## src/rtl/floppy_ctl_pkg.sv

```systemverilog
// Constants shared by the floppy control-command unit.
package floppy_ctl_pkg;
  localparam int CLK_PERIOD_NS = 10;
  localparam int STEP_UNIT_NS = 500000;
  localparam int UNIT_CYCLES = (STEP_UNIT_NS + CLK_PERIOD_NS - 1) / CLK_PERIOD_NS;
  localparam logic [7:0] OFF_CMD = 8'h00;
  localparam logic [7:0] OFF_SPEC = 8'h04;
  localparam logic [7:0] OFF_CONF = 8'h08;
  localparam logic [7:0] OFF_RESULT = 8'h0c;
  localparam logic [7:0] OFF_STATUS = 8'h10;
  localparam logic [7:0] OFF_ID = 8'h14;
  localparam logic [3:0] OP_SEEK = 4'h1;
  localparam logic [3:0] OP_RECAL = 4'h2;
  localparam logic [3:0] OP_READ_ID = 4'h3;
  localparam logic [3:0] OP_SENSE_INT = 4'h4;
  localparam logic [3:0] OP_SENSE_DRIVE = 4'h5;
  localparam logic [2:0] RATE_1M = 3'h0;
  localparam logic [2:0] RATE_2M = 3'h1;
  localparam logic [2:0] RATE_500K = 3'h2;
  localparam logic [2:0] RATE_300K = 3'h3;
  localparam logic [2:0] RATE_250K = 3'h4;
  localparam logic [1:0] IC_NORMAL = 2'h0;
  localparam logic [1:0] IC_ABNORMAL = 2'h1;
  localparam logic [1:0] IC_POLL = 2'h3;
  localparam logic [6:0] RECAL_MAX_STEPS = 7'h4f;
  localparam logic [8:0] STEP_SPAN_UNITS = 9'h010;
  localparam logic [8:0] FULL_UNITS = 9'h100;
  localparam logic [1:0] RESP_OKAY = 2'h0;
  localparam logic [1:0] RESP_SLVERR = 2'h2;
  localparam logic FIFO_DISABLE_RST = 1'b1;
  localparam logic [3:0] FIFO_LEVEL_RST = 4'h0;
  localparam logic [7:0] PRECOMP_RST = 8'h00;
endpackage

```

## src/rtl/drive_delay_timer.sv

```systemverilog
// Delay timer counting whole units of a scaled prescale period.
`timescale 1ns/10ps
`default_nettype none
module drive_delay_timer (
  input wire logic clk_in,
  input wire logic rst_in,
  input wire logic start_in,
  input wire logic [8:0] units_in,
  input wire logic [31:0] unit_cycles_in,
  output logic done_out,
  output logic running_out
);
  typedef struct packed {
    logic running;
    logic done;
    logic [31:0] pre;
    logic [8:0] left;
  } timer_type;

  timer_type s_reg;
  timer_type s_next;

  always_comb begin
    s_next = s_reg;
    s_next.done = 1'b0;
    if (start_in) begin
      s_next.running = 1'b1;
      s_next.pre = 32'h0000_0000;
      s_next.left = units_in;
    end else if (s_reg.running) begin
      if (s_reg.pre >= unit_cycles_in - 32'h0000_0001) begin
        s_next.pre = 32'h0000_0000;
        if (s_reg.left <= 9'h001) begin
          s_next.running = 1'b0;
          s_next.done = 1'b1;
        end else begin
          s_next.left = s_reg.left - 9'h001;
        end
      end else begin
        s_next.pre = s_reg.pre + 32'h0000_0001;
      end
    end
  end

  always_ff @(posedge clk_in or posedge rst_in) begin
    if (rst_in) begin
      s_reg <= '0;
    end else begin
      s_reg <= s_next;
    end
  end

  assign done_out = s_reg.done;
  assign running_out = s_reg.running;
endmodule
`default_nettype wire

```

## src/rtl/floppy_control_commands.sv

```systemverilog
// Control-command unit of a floppy controller with an AXI4-Lite register slave.
`timescale 1ns/10ps
`default_nettype none
module floppy_control_commands #(
  parameter int UNIT_CYCLES = floppy_ctl_pkg::UNIT_CYCLES
) (
  input wire logic clk_in,
  input wire logic rst_in,
  input wire logic awvalid_in,
  output logic awready_out,
  input wire logic [7:0] awaddr_in,
  input wire logic wvalid_in,
  output logic wready_out,
  input wire logic [31:0] wdata_in,
  input wire logic [3:0] wstrb_in,
  output logic bvalid_out,
  input wire logic bready_in,
  output logic [1:0] bresp_out,
  input wire logic arvalid_in,
  output logic arready_out,
  input wire logic [7:0] araddr_in,
  output logic rvalid_out,
  input wire logic rready_in,
  output logic [31:0] rdata_out,
  output logic [1:0] rresp_out,
  input wire logic index_pulse_in,
  input wire logic track_zero_in,
  input wire logic id_found_in,
  input wire logic [31:0] id_field_in,
  input wire logic [7:0] drive_status_in,
  input wire logic result_entry_in,
  input wire logic xfer_need_in,
  input wire logic rw_exec_end_in,
  input wire logic head_load_in,
  input wire logic powerdown_exit_in,
  output logic step_out,
  output logic step_way_out,
  output logic interrupt_out,
  output logic request_for_master_out,
  output logic dma_request_out,
  output logic head_unloaded_out,
  output logic head_ready_out,
  output logic implied_seek_enable_out,
  output logic fifo_disable_out,
  output logic [4:0] fifo_threshold_out,
  output logic [7:0] precomp_start_cylinder_out
);
  typedef enum logic [2:0] {
    ST_IDLE = 3'b000,
    ST_CMD = 3'b001,
    ST_CHECK = 3'b010,
    ST_PULSE = 3'b011,
    ST_WAIT = 3'b100,
    ST_READ_ID = 3'b101
  } fsm_type;

  typedef struct packed {
    fsm_type fsm;
    logic busy;
    logic aw_ok;
    logic w_ok;
    logic [7:0] waddr;
    logic [31:0] wdata;
    logic [3:0] wstrb;
    logic bvalid;
    logic [1:0] bresp;
    logic rvalid;
    logic [31:0] rdata;
    logic [1:0] rresp;
    logic [3:0] op;
    logic [1:0] drv;
    logic [15:0] spec;
    logic [18:0] conf;
    logic [7:0] present_cylinder;
    logic [7:0] new_cylinder;
    logic [7:0] st0;
    logic ma;
    logic [7:0] st3;
    logic [31:0] id_field;
    logic intr;
    logic [3:0] drive_busy;
    logic poll_pending;
    logic [6:0] steps;
    logic [1:0] idx_cnt;
    logic idx_prev;
    logic load_prev;
    logic step;
    logic step_way;
    logic t_start;
  } state_type;

  state_type s_reg;
  state_type s_next;
  logic step_done;
  logic hut_run;
  logic hlt_run;
  logic [31:0] unit_cyc;
  logic idx_edge;

  function automatic logic [31:0] merge(input logic [31:0] old, input logic [31:0] nw,
                                        input logic [3:0] strb);
    logic [31:0] r;
    r = old;
    for (int i = 0; i < 4; i++) begin
      if (strb[i]) begin
        r[i*8 +: 8] = nw[i*8 +: 8];
      end
    end
    return r;
  endfunction

  function automatic logic [31:0] rate_cycles(input logic [2:0] rate);
    logic [31:0] base;
    base = 32'(UNIT_CYCLES);
    case (rate)
      floppy_ctl_pkg::RATE_2M: rate_cycles = base >> 1;
      floppy_ctl_pkg::RATE_500K: rate_cycles = base << 1;
      floppy_ctl_pkg::RATE_300K: rate_cycles = 32'((64'(base) * 64'd10) / 64'd3);
      floppy_ctl_pkg::RATE_250K: rate_cycles = base << 2;
      default: rate_cycles = base;
    endcase
  endfunction

  function automatic logic [7:0] make_st0(input logic [1:0] ic, input logic se,
                                          input logic ec, input logic [1:0] drv);
    make_st0 = {ic, se, ec, 1'b0, 1'b0, drv};
  endfunction

  assign unit_cyc = rate_cycles(s_reg.conf[18:16]);
  assign idx_edge = index_pulse_in && !s_reg.idx_prev;

  ////////////////////////////////////////////////////////////////////////////

  always_comb begin
    logic [31:0] w;
    logic [3:0] op;
    w = s_reg.wdata;
    op = w[3:0];
    s_next = s_reg;
    s_next.t_start = 1'b0;
    s_next.idx_prev = index_pulse_in;
    s_next.load_prev = head_load_in;
    if (s_reg.bvalid && bready_in) begin
      s_next.bvalid = 1'b0;
    end
    if (s_reg.rvalid && rready_in) begin
      s_next.rvalid = 1'b0;
    end
    if (awvalid_in && !s_reg.aw_ok && !s_reg.bvalid) begin
      s_next.aw_ok = 1'b1;
      s_next.waddr = awaddr_in;
    end
    if (wvalid_in && !s_reg.w_ok && !s_reg.bvalid) begin
      s_next.w_ok = 1'b1;
      s_next.wdata = wdata_in;
      s_next.wstrb = wstrb_in;
    end
    if (powerdown_exit_in) begin
      s_next.present_cylinder = 8'h00;
      s_next.st0 = 8'h00;
      s_next.ma = 1'b0;
    end
    if (s_reg.aw_ok && s_reg.w_ok && !s_reg.bvalid) begin
      s_next.aw_ok = 1'b0;
      s_next.w_ok = 1'b0;
      s_next.bvalid = 1'b1;
      s_next.bresp = floppy_ctl_pkg::RESP_OKAY;
      case (s_reg.waddr)
        floppy_ctl_pkg::OFF_SPEC: begin
          s_next.spec = 16'(merge({16'h0000, s_reg.spec}, w, s_reg.wstrb));
        end
        floppy_ctl_pkg::OFF_CONF: begin
          s_next.conf = 19'(merge({13'h0000, s_reg.conf}, w, s_reg.wstrb));
        end
        floppy_ctl_pkg::OFF_CMD: begin
          if (op == floppy_ctl_pkg::OP_SENSE_INT) begin
            s_next.intr = 1'b0;
            s_next.drive_busy[s_reg.drv] = 1'b0;
          end else if (op == floppy_ctl_pkg::OP_SENSE_DRIVE) begin
            s_next.st3 = drive_status_in;
          end else if ((op == floppy_ctl_pkg::OP_SEEK || op == floppy_ctl_pkg::OP_RECAL ||
                        op == floppy_ctl_pkg::OP_READ_ID) && s_reg.fsm == ST_IDLE) begin
            s_next.fsm = ST_CMD;
            s_next.busy = 1'b1;
            s_next.op = op;
            s_next.drv = w[5:4];
            s_next.new_cylinder = w[15:8];
            if (op != floppy_ctl_pkg::OP_READ_ID) begin
              s_next.drive_busy[w[5:4]] = 1'b1;
            end
          end else begin
            s_next.bresp = floppy_ctl_pkg::RESP_SLVERR;
          end
        end
        default: s_next.bresp = floppy_ctl_pkg::RESP_SLVERR;
      endcase
    end
    if (arvalid_in && !s_reg.rvalid) begin
      s_next.rvalid = 1'b1;
      s_next.rresp = floppy_ctl_pkg::RESP_OKAY;
      case (araddr_in)
        floppy_ctl_pkg::OFF_SPEC: s_next.rdata = {16'h0000, s_reg.spec};
        floppy_ctl_pkg::OFF_CONF: s_next.rdata = {13'h0000, s_reg.conf};
        floppy_ctl_pkg::OFF_RESULT: begin
          s_next.rdata = {s_reg.st3, 7'h00, s_reg.ma, s_reg.present_cylinder, s_reg.st0};
        end
        floppy_ctl_pkg::OFF_STATUS: begin
          s_next.rdata = {23'h00_0000, request_for_master_out, s_reg.drive_busy,
                          1'b0, s_reg.fsm != ST_IDLE, s_reg.intr, s_reg.busy};
        end
        floppy_ctl_pkg::OFF_ID: s_next.rdata = s_reg.id_field;
        default: begin
          s_next.rdata = 32'h0000_0000;
          s_next.rresp = floppy_ctl_pkg::RESP_SLVERR;
        end
      endcase
    end
    if (s_reg.poll_pending && s_reg.fsm == ST_IDLE && !s_reg.intr) begin
      s_next.poll_pending = 1'b0;
      if (!s_reg.conf[2] && !hut_run) begin
        s_next.intr = 1'b1;
        s_next.st0 = make_st0(floppy_ctl_pkg::IC_POLL, 1'b0, 1'b0, s_reg.drv);
      end else if (hut_run && !s_reg.conf[2]) begin
        s_next.poll_pending = 1'b1;
      end
    end
    if (result_entry_in) begin
      s_next.intr = 1'b1;
    end
    case (s_reg.fsm)
      ST_IDLE: s_next.step = 1'b0;
      ST_CMD: begin
        s_next.busy = 1'b0;
        s_next.steps = 7'h00;
        s_next.idx_cnt = 2'h0;
        if (s_reg.op == floppy_ctl_pkg::OP_READ_ID) begin
          s_next.fsm = ST_READ_ID;
        end else begin
          if (s_reg.op == floppy_ctl_pkg::OP_RECAL) begin
            s_next.present_cylinder = 8'h00;
          end
          s_next.fsm = ST_CHECK;
        end
      end
      ST_CHECK: begin
        if (s_reg.op == floppy_ctl_pkg::OP_RECAL) begin
          s_next.step_way = 1'b0;
          if (track_zero_in) begin
            s_next.fsm = ST_IDLE;
            s_next.intr = 1'b1;
            s_next.st0 = make_st0(floppy_ctl_pkg::IC_NORMAL, 1'b1, 1'b0, s_reg.drv);
          end else if (s_reg.steps >= floppy_ctl_pkg::RECAL_MAX_STEPS) begin
            s_next.fsm = ST_IDLE;
            s_next.intr = 1'b1;
            s_next.st0 = make_st0(floppy_ctl_pkg::IC_ABNORMAL, 1'b1, 1'b1, s_reg.drv);
          end else begin
            s_next.fsm = ST_PULSE;
          end
        end else if (s_reg.present_cylinder == s_reg.new_cylinder) begin
          s_next.fsm = ST_IDLE;
          s_next.intr = 1'b1;
          s_next.st0 = make_st0(floppy_ctl_pkg::IC_NORMAL, 1'b1, 1'b0, s_reg.drv);
        end else begin
          s_next.step_way = s_reg.present_cylinder < s_reg.new_cylinder;
          s_next.fsm = ST_PULSE;
        end
      end
      ST_PULSE: begin
        s_next.step = 1'b1;
        s_next.steps = s_reg.steps + 7'h01;
        s_next.t_start = 1'b1;
        if (s_reg.op == floppy_ctl_pkg::OP_SEEK) begin
          s_next.present_cylinder = s_reg.step_way ? s_reg.present_cylinder + 8'h01 : s_reg.present_cylinder - 8'h01;
        end
        s_next.fsm = ST_WAIT;
      end
      ST_WAIT: begin
        s_next.step = 1'b0;
        if (step_done) begin
          s_next.fsm = ST_CHECK;
        end
      end
      ST_READ_ID: begin
        if (id_found_in) begin
          s_next.id_field = id_field_in;
          s_next.st0 = make_st0(floppy_ctl_pkg::IC_NORMAL, 1'b0, 1'b0, s_reg.drv);
          s_next.intr = 1'b1;
          s_next.fsm = ST_IDLE;
        end else if (idx_edge) begin
          s_next.idx_cnt = s_reg.idx_cnt + 2'h1;
          if (s_reg.idx_cnt == 2'h1) begin
            s_next.st0 = make_st0(floppy_ctl_pkg::IC_ABNORMAL, 1'b0, 1'b0, s_reg.drv);
            s_next.ma = 1'b1;
            s_next.intr = 1'b1;
            s_next.fsm = ST_IDLE;
          end
        end
      end
      default: s_next.fsm = ST_IDLE;
    endcase
  end

  always_ff @(posedge clk_in or posedge rst_in) begin
    if (rst_in) begin
      s_reg <= '0;
      s_reg.conf[1] <= floppy_ctl_pkg::FIFO_DISABLE_RST;
      s_reg.conf[7:4] <= floppy_ctl_pkg::FIFO_LEVEL_RST;
      s_reg.conf[15:8] <= floppy_ctl_pkg::PRECOMP_RST;
      s_reg.poll_pending <= 1'b1;
    end else begin
      s_reg <= s_next;
    end
  end

  ////////////////////////////////////////////////////////////////////////////

  drive_delay_timer step_timer (
    .clk_in(clk_in),
    .rst_in(rst_in),
    .start_in(s_reg.t_start),
    .units_in(9'(floppy_ctl_pkg::STEP_SPAN_UNITS - {5'h00, s_reg.spec[7:4]})),
    .unit_cycles_in(unit_cyc),
    .done_out(step_done),
    .running_out()
  );

  drive_delay_timer unload_timer (
    .clk_in(clk_in),
    .rst_in(rst_in),
    .start_in(rw_exec_end_in),
    .units_in(s_reg.spec[3:0] == 4'h0 ? floppy_ctl_pkg::FULL_UNITS :
              {1'b0, s_reg.spec[3:0], 4'h0}),
    .unit_cycles_in(unit_cyc),
    .done_out(),
    .running_out(hut_run)
  );

  drive_delay_timer load_timer (
    .clk_in(clk_in),
    .rst_in(rst_in),
    .start_in(head_load_in && !s_reg.load_prev),
    .units_in(s_reg.spec[14:8] == 7'h00 ? floppy_ctl_pkg::FULL_UNITS :
              {1'b0, s_reg.spec[14:8], 1'b0}),
    .unit_cycles_in(unit_cyc),
    .done_out(),
    .running_out(hlt_run)
  );

  assign awready_out = !s_reg.aw_ok && !s_reg.bvalid;
  assign wready_out = !s_reg.w_ok && !s_reg.bvalid;
  assign bvalid_out = s_reg.bvalid;
  assign bresp_out = s_reg.bresp;
  assign arready_out = !s_reg.rvalid;
  assign rvalid_out = s_reg.rvalid;
  assign rdata_out = s_reg.rdata;
  assign rresp_out = s_reg.rresp;
  assign step_out = s_reg.step;
  assign step_way_out = s_reg.step_way;
  assign request_for_master_out = s_reg.spec[15] && xfer_need_in;
  assign dma_request_out = !s_reg.spec[15] && xfer_need_in;
  assign interrupt_out = s_reg.intr || request_for_master_out;
  assign head_unloaded_out = !hut_run;
  assign head_ready_out = head_load_in && s_reg.load_prev && !hlt_run;
  assign implied_seek_enable_out = s_reg.conf[0];
  assign fifo_disable_out = s_reg.conf[1];
  assign fifo_threshold_out = s_reg.conf[1] ? 5'h01 : {1'b0, s_reg.conf[7:4]} + 5'h01;
  assign precomp_start_cylinder_out = s_reg.conf[15:8];

  ////////////////////////////////////////////////////////////////////////////

  chk_seek_way_dir: assert property (@(posedge clk_in) disable iff (rst_in)
    (s_reg.fsm == ST_PULSE && s_reg.op == floppy_ctl_pkg::OP_SEEK)
    |-> s_reg.step_way == (s_reg.present_cylinder < s_reg.new_cylinder)) else $error("Seek stepped wrong way.");
  chk_recal_way_out: assert property (@(posedge clk_in) disable iff (rst_in)
    (s_reg.op == floppy_ctl_pkg::OP_RECAL && step_out) |-> !step_way_out)
    else $error("Recalibrate stepped inward.");
  chk_recal_step_limit: assert property (@(posedge clk_in) disable iff (rst_in)
    (s_reg.fsm == ST_CHECK && s_reg.op == floppy_ctl_pkg::OP_RECAL && !track_zero_in
     && s_reg.steps == floppy_ctl_pkg::RECAL_MAX_STEPS)
    |=> s_reg.fsm == ST_IDLE && s_reg.st0[5:4] == 2'b11 && s_reg.intr)
    else $error("Recalibrate fault not reported.");
  chk_busy_phase: assert property (@(posedge clk_in) disable iff (rst_in)
    s_reg.fsm == ST_CMD |=> !s_reg.busy [*2]) else $error("Busy held into execution.");
  chk_seek_end_flag: assert property (@(posedge clk_in) disable iff (rst_in)
    (s_reg.fsm == ST_CHECK && s_reg.op == floppy_ctl_pkg::OP_SEEK && s_reg.present_cylinder == s_reg.new_cylinder)
    |=> s_reg.intr && s_reg.st0[7:4] == 4'h2 && s_reg.st0[2] == 1'b0)
    else $error("Seek end status wrong.");
  chk_pcn_follow: assert property (@(posedge clk_in) disable iff (rst_in)
    (s_reg.fsm == ST_PULSE && s_reg.op == floppy_ctl_pkg::OP_SEEK && !powerdown_exit_in)
    |=> s_reg.present_cylinder == ($past(s_reg.step_way) ? $past(s_reg.present_cylinder) + 8'h01
                                             : $past(s_reg.present_cylinder) - 8'h01))
    else $error("Cylinder did not follow step.");
  chk_read_id_miss: assert property (@(posedge clk_in) disable iff (rst_in)
    (s_reg.fsm == ST_READ_ID && !id_found_in && idx_edge && s_reg.idx_cnt == 2'h1)
    |=> s_reg.ma && s_reg.st0[7:6] == floppy_ctl_pkg::IC_ABNORMAL && s_reg.fsm == ST_IDLE)
    else $error("Missing ID not reported.");
  chk_powerdown_clear: assert property (@(posedge clk_in) disable iff (rst_in)
    powerdown_exit_in && s_reg.fsm == ST_IDLE |=> s_reg.present_cylinder == 8'h00)
    else $error("Cylinder kept over power-down exit.");
  chk_dma_exclusive: assert property (@(posedge clk_in) disable iff (rst_in)
    xfer_need_in |-> (request_for_master_out != dma_request_out) && interrupt_out
      == (s_reg.intr || s_reg.spec[15])) else $error("Transfer signalling wrong.");
  chk_sense_clear: assert property (@(posedge clk_in) disable iff (rst_in)
    (s_reg.aw_ok && s_reg.w_ok && !s_reg.bvalid && s_reg.waddr == floppy_ctl_pkg::OFF_CMD
     && s_reg.wdata[3:0] == floppy_ctl_pkg::OP_SENSE_INT && s_reg.fsm == ST_IDLE
     && !result_entry_in && !s_reg.poll_pending)
    |=> !s_reg.intr) else $error("Sense interrupt did not clear.");
endmodule
`default_nettype wire

```

## config.mk

```make
export PLATFORM = sky130hd
export DESIGN_NAME = floppy_control_commands
export DESIGN_NICKNAME = d
export VERILOG_FILES = /design/src/rtl/floppy_ctl_pkg.sv /design/src/rtl/drive_delay_timer.sv /design/src/rtl/floppy_control_commands.sv
export SDC_FILE = /design/constraint.sdc
export NUM_CORES = 1
export LEC_CHECK = 0
export ABC_AREA = 1
export BUFFER_PORTS_ARGS = -buffer_cell sky130_fd_sc_hd__buf_2
export CORE_ASPECT_RATIO = 1.75
export CORE_UTILIZATION = 40
export DETAILED_ROUTE_END_ITERATION = 10
export PLACE_DENSITY_LB_ADDON = 0.12
export SETUP_SLACK_MARGIN = 0.15
export SKIP_CTS_REPAIR_TIMING = 1
export SYNTH_ARGS = -nofsm -noshare
export SYNTH_HDL_FRONTEND = slang
export SYNTH_SLANG_ARGS = --single-unit
```

## constraint.sdc

```tcl
create_clock -name clk_in -period 11.7 [get_ports clk_in]
set_input_delay 2.34 -clock clk_in [delete_from_list [all_inputs] [get_ports clk_in]]
set_output_delay 2.34 -clock clk_in [all_outputs]
set_load 0.01 [all_outputs]
```

=== After elaboration in Yosys (flattened, before gate mapping) ===
Index checks and enable logic that the tools add are counted.
W data, S select, Z words.

* Register bits: 327
* Logic and storage cells: 298

* Mux-type cells: 108
* Reductions and logical operators: 79
* Bitwise operators: 5
* Equality and inequality tests: 36
* Add/sub/neg operators: 13
* Magnitude comparators: 12

{| class="wikitable"
|+ Operator list
! kind !! number
|-
| $pmux W32 S5 || 1
|-
| $mux W43 || 3
|-
| $mux W41 || 3
|-
| $mux W9 || 11
|-
| $add A32 B1 Y32 const B || 3
|-
| $ge A32 B32 Y1 || 3
|-
| $mux W32 || 3
|-
| $mux W8 || 12
|-
| $pmux W18 S4 || 1
|-
| $reduce_bool A2 Y1 || 18
|-
| $mux W35 || 1
|-
| $mux W4 || 8
|-
| $pmux W8 S2 || 2
|-
| $mux W2 || 15
|-
| $mux W1 || 29
|-
| $le A9 B1 Y1 const B || 3
|-
| $reduce_and A3 Y1 || 9
|-
| $sub A9 B1 Y9 const B || 3
|-
| $eq A8 B4 Y1 const B || 3
|-
| $logic_and A1 B1 Y1 || 24
|-
| $mux W3 || 7
|-
| $sub A18 B1 Y19 const B || 1
|-
| $pmux W3 S6 || 1
|-
| $eq A4 B2 Y1 const B || 4
|-
| other kinds (44) || 85
|}

=== Logic depth before layout (Yosys ltp) ===
* Depth after elaboration: 18
* Gate-level depth with buffers: 22
* Depth with buffers taken out: 22

=== By module ===
From an unflattened synthesis, not the netlist that was laid out.

* Cells, all modules: 3113
* Area, all modules: 22905.7 um2

{| class="wikitable"
|+ By module, submodules not included
! module !! times used !! area each (um2) !! sequential area each (um2) !! cells an instance
|-
| floppy_control_commands || 1 || 10029.6 || 4957.3 || 1262
|-
| drive_delay_timer (step_timer ...) || 2 || 4239.1 || 1076.0 || 608
|-
| drive_delay_timer (load_timer) || 1 || 4398.0 || 1076.0 || 635
|}

=== Worst setup path after synthesis ===
Ideal clock, no wire load.

* Path kind: input port to output port
* From: in head_load_in
* To: out head_ready_out
* Path slack: 6.828 ns
* Buffers on the path: 0
* Stages on the path: 2
* Required time: 9.360 ns
* Arrival time: 2.532 ns
* Cells stage by stage: nand2_1 -> nor2_1

* Word-level cells in the longest chain between the ends: 2

{| class="wikitable"
|+ RTL lines
! what !! line !! source
|-
| start, declared || floppy_control_commands.sv:34 || <nowiki>input wire logic head_load_in,</nowiki>
|-
| $logic_and A1 B1 Y1 (2 in series) || floppy_control_commands.sv:363 || <nowiki>assign head_ready_out = head_load_in && s_reg.load_prev && !hlt_run;</nowiki>
|-
| end, declared || floppy_control_commands.sv:42 || <nowiki>output logic head_ready_out,</nowiki>
|}

No other way between the ends.

=== Worst setup path in the final report ===
* From: in xfer_need_in
* To: out interrupt_out

* Word-level cells in the longest chain between the ends: 2

{| class="wikitable"
|+ RTL lines
! what !! line !! source
|-
| start, declared || floppy_control_commands.sv:32 || <nowiki>input wire logic xfer_need_in,</nowiki>
|-
| $logic_and A1 B1 Y1 || floppy_control_commands.sv:359 || <nowiki>assign request_for_master_out = s_reg.spec[15] && xfer_need_in;</nowiki>
|-
| $logic_or A1 B1 Y1 || floppy_control_commands.sv:361 || <nowiki>assign interrupt_out = s_reg.intr || request_for_master_out;</nowiki>
|-
| end, declared || floppy_control_commands.sv:38 || <nowiki>output logic interrupt_out,</nowiki>
|}

No other way between the ends.

==> flow_summary.yaml <==
worst_setup_path:
  path_cells: "buf_2, nand2_1, nand2_1, buf_2"
  end_kind: "output port"
  worstPathArrival_ps: 2720
  crit_fanout: 3
  r2r-start: "s_reg[101]"
  worstRegToRegCells: 17
  critPathKind: "input pin to output port"
  crit_slowest_cell: "buf_2"
  crit_required_ps: 9360
  max_stage_delay_ps: 130
  reg2reg_to: "load_timer.s_reg[38]"
  critPathLaunchType: "input pin"
  r2r_slack_ps: 7990
global_routing:
  grt_pass1_wl_um: 89200
  grt_antenna_before_repair: 1
  gr-total-overflow: 0
  grt_max_degree: 158
  grt_util_all_layers_pct: 23.5
  first_global_vias: 16600
synth:
  synth_area_mm2: 0.0191
  synth_cell_types: 56
  postSynthCellCount: 2423
  synth_top_area_share_pct: 42.2
  synth_warnings: 0
  yosys.area.top_type: "dfrtp_1"
  ys_ff_latch: 325
  synthTopCellsByArea: "dfrtp_1 42%, nand2_1 12%, ha_1 7.0%"
  avgSynthCellArea_um2: 7.90
  ys_seq_area_share_pct: 42.5
route:
  wl_per_cell_um: 17.7
  route.vias.total: 16400
  vias_per_cell: 5.17
  drtPass1Iterations: 7
  routed_wl_um: 56400
  drc: 0
  ant_nets: 0
  drtIter0Drc: 786
sta:
  rsz0062_at_grt: "no"
  tightest_slew_ps: 931
  max_slew_margin_pct: 37.7
  fin_crit_ps: 5060
  clock_skew_ps: 29.0
  fin_setup_tns_ps: 0
  setup_viol: 0
  min_period_over_period_pct: 43.2
  drv_slew: 0
  setup_ws_ps: 6640
  fmax_mhz: 198
  finalHoldViolations: 0
job:
  maxCapViolCount: 0
floorplanning:
  coreArea_mm2: 0.0470
  row_count: 105
  pin_count: 170
  dieArea_mm2: 0.0487
  fp.dieW_um: 167
  fp.dieH_um: 291
  initial_utilization_pct: 40.7
clocking:
  clk_pin_slew_ps: 60
  cts_max_path_buffers: 3
  cts_tree: "done"
  cts_buffers: 34
  cts_num_sinks: 325
  htreeDepth: 2
  root_buffer: "clkbuf_16"
  insertion_delay_ps: 540
layout:
  post-route-util_pct: 45.4
  final_common_cell: "nand2_1"
  drive_above_1_share_pct: 12.3
  fillCellCount: 4813
  num_antenna_cells: 0
  largest_reg_flops: 150
  layout_common_cells: "605 x nand2_1, 323 x dfrtp_1, 294 x inv_1"
  nets: 2781
  area_growth_pct: 11.6
placed_design:
  numPortBuffers: 153
  gp_congestion: 0.903
  dp_worst_setup_slack_ps: 6640
  hpwl_um: 42800
pwr:
  p_leak_nw: 10.6
  finalPower_w: 0.00325
  power_density_mw_per_mm2: 152
  max-vdd-ir-drop_mv: 0.116
hold_path:
  hold_start: "step_out"
  hold_end: "step_out"
  holdCritPathClass: "flop to flop"
  worst_hold_path.num_cells: 2
outcome:
  status: "completed"
-- critical path: cells and delay by family --
kind	cells	cell delay [ps]
buf+inv	2	230
simple gates	2	140
-- Yosys cell counts (all sizes together) --
library cell	instances
buf	63
mux2	47
fa	1
o22ai	33
and3	2
nand2	620
ha	107
o2111ai	3
o21a	1
dfrtp	323
inv	301
nand4	47
a31oi	3
clkinv	4
nor4	3
mux2i	1
a32o	2
nor3	52
xor2	48
and2	1
a41oi	1
o31ai	4
or2	5
o32ai	2
nor2	248
conb	2
a21o	8
a21oi	106
xnor2	15
dfstp	2
o21ai	201
nand3b	4
a22o	8
nand3	124
nor2b	1
o211ai	2
nor3b	2
a211oi	4
clkbuf	22
-- routing by layer --
layer  routed length [um]  GRT usage [%]  vias up
met2                30300           45.2      358
met4                 3750           14.3        2
met3                 1730           2.62      144
met5                   11              0        -
met1                20500           23.8     7777
li1                     -              -     8120
-- where the power goes --
| part | internal (W) | switching [W] | total [W] |
|---|---|---|---|
| clock network | 0.000628 | 0.000466 | 0.00109 |
| registers | 0.00126 | 0.000149 | 0.00141 |
| logic | 0.000257 | 0.000493 | 0.000749 |
| total | 0.00215 | 0.00111 | 0.00325 |
-- worst max-delay path by stage --
stage                     slack [ps]    startpoint             to
after floorplan                  370        rst_in   bresp_out[1]
after global placement          6640  xfer_need_in  interrupt_out
after detailed placement        6640  xfer_need_in  interrupt_out
after CTS                       6640  xfer_need_in  interrupt_out
after global routing            6590  xfer_need_in  interrupt_out
final                           6640  xfer_need_in  interrupt_out
-- per-stage QoR --
step / instance area (um^2) / instances / hold slack (ps)
after floorplan: 19200 / 2454 / 450
after global routing: 21400 / 3175 / 489
after detailed placement: 20300 / 3118 / 460
after global placement: 20300 / 3118 / 457
after CTS: 21400 / 3175 / 477
final: 21400 / 3175 / 474
-- kinds of logic after synthesis --
family,after synthesis,synth area share [%]
AND/OR/NAND/NOR,1109,24.9
buffers and inverters,390,8.95
AO/OA/AOI/OAI,378,10.8
flip-flops,325,42.5
adder cells (fa/ha/maj),108,7.10
XOR/XNOR,63,2.88
multiplexers,48,2.82
other,2,0.0393
-- area by class of cell --
cell class	instances	area [um^2]	area share, %
Multi-Input combinational cell	1739	9400	44.0
Inverter	305	1150	5.40
Timing Repair Buffer	161	838	3.93
Clock inverter	7	108	0.504
Tap cell	588	736	3.45
Sequential cell	325	8140	38.1
Clock buffer	50	982	4.60
Note: power is estimated with default switching activity, not from simulation.
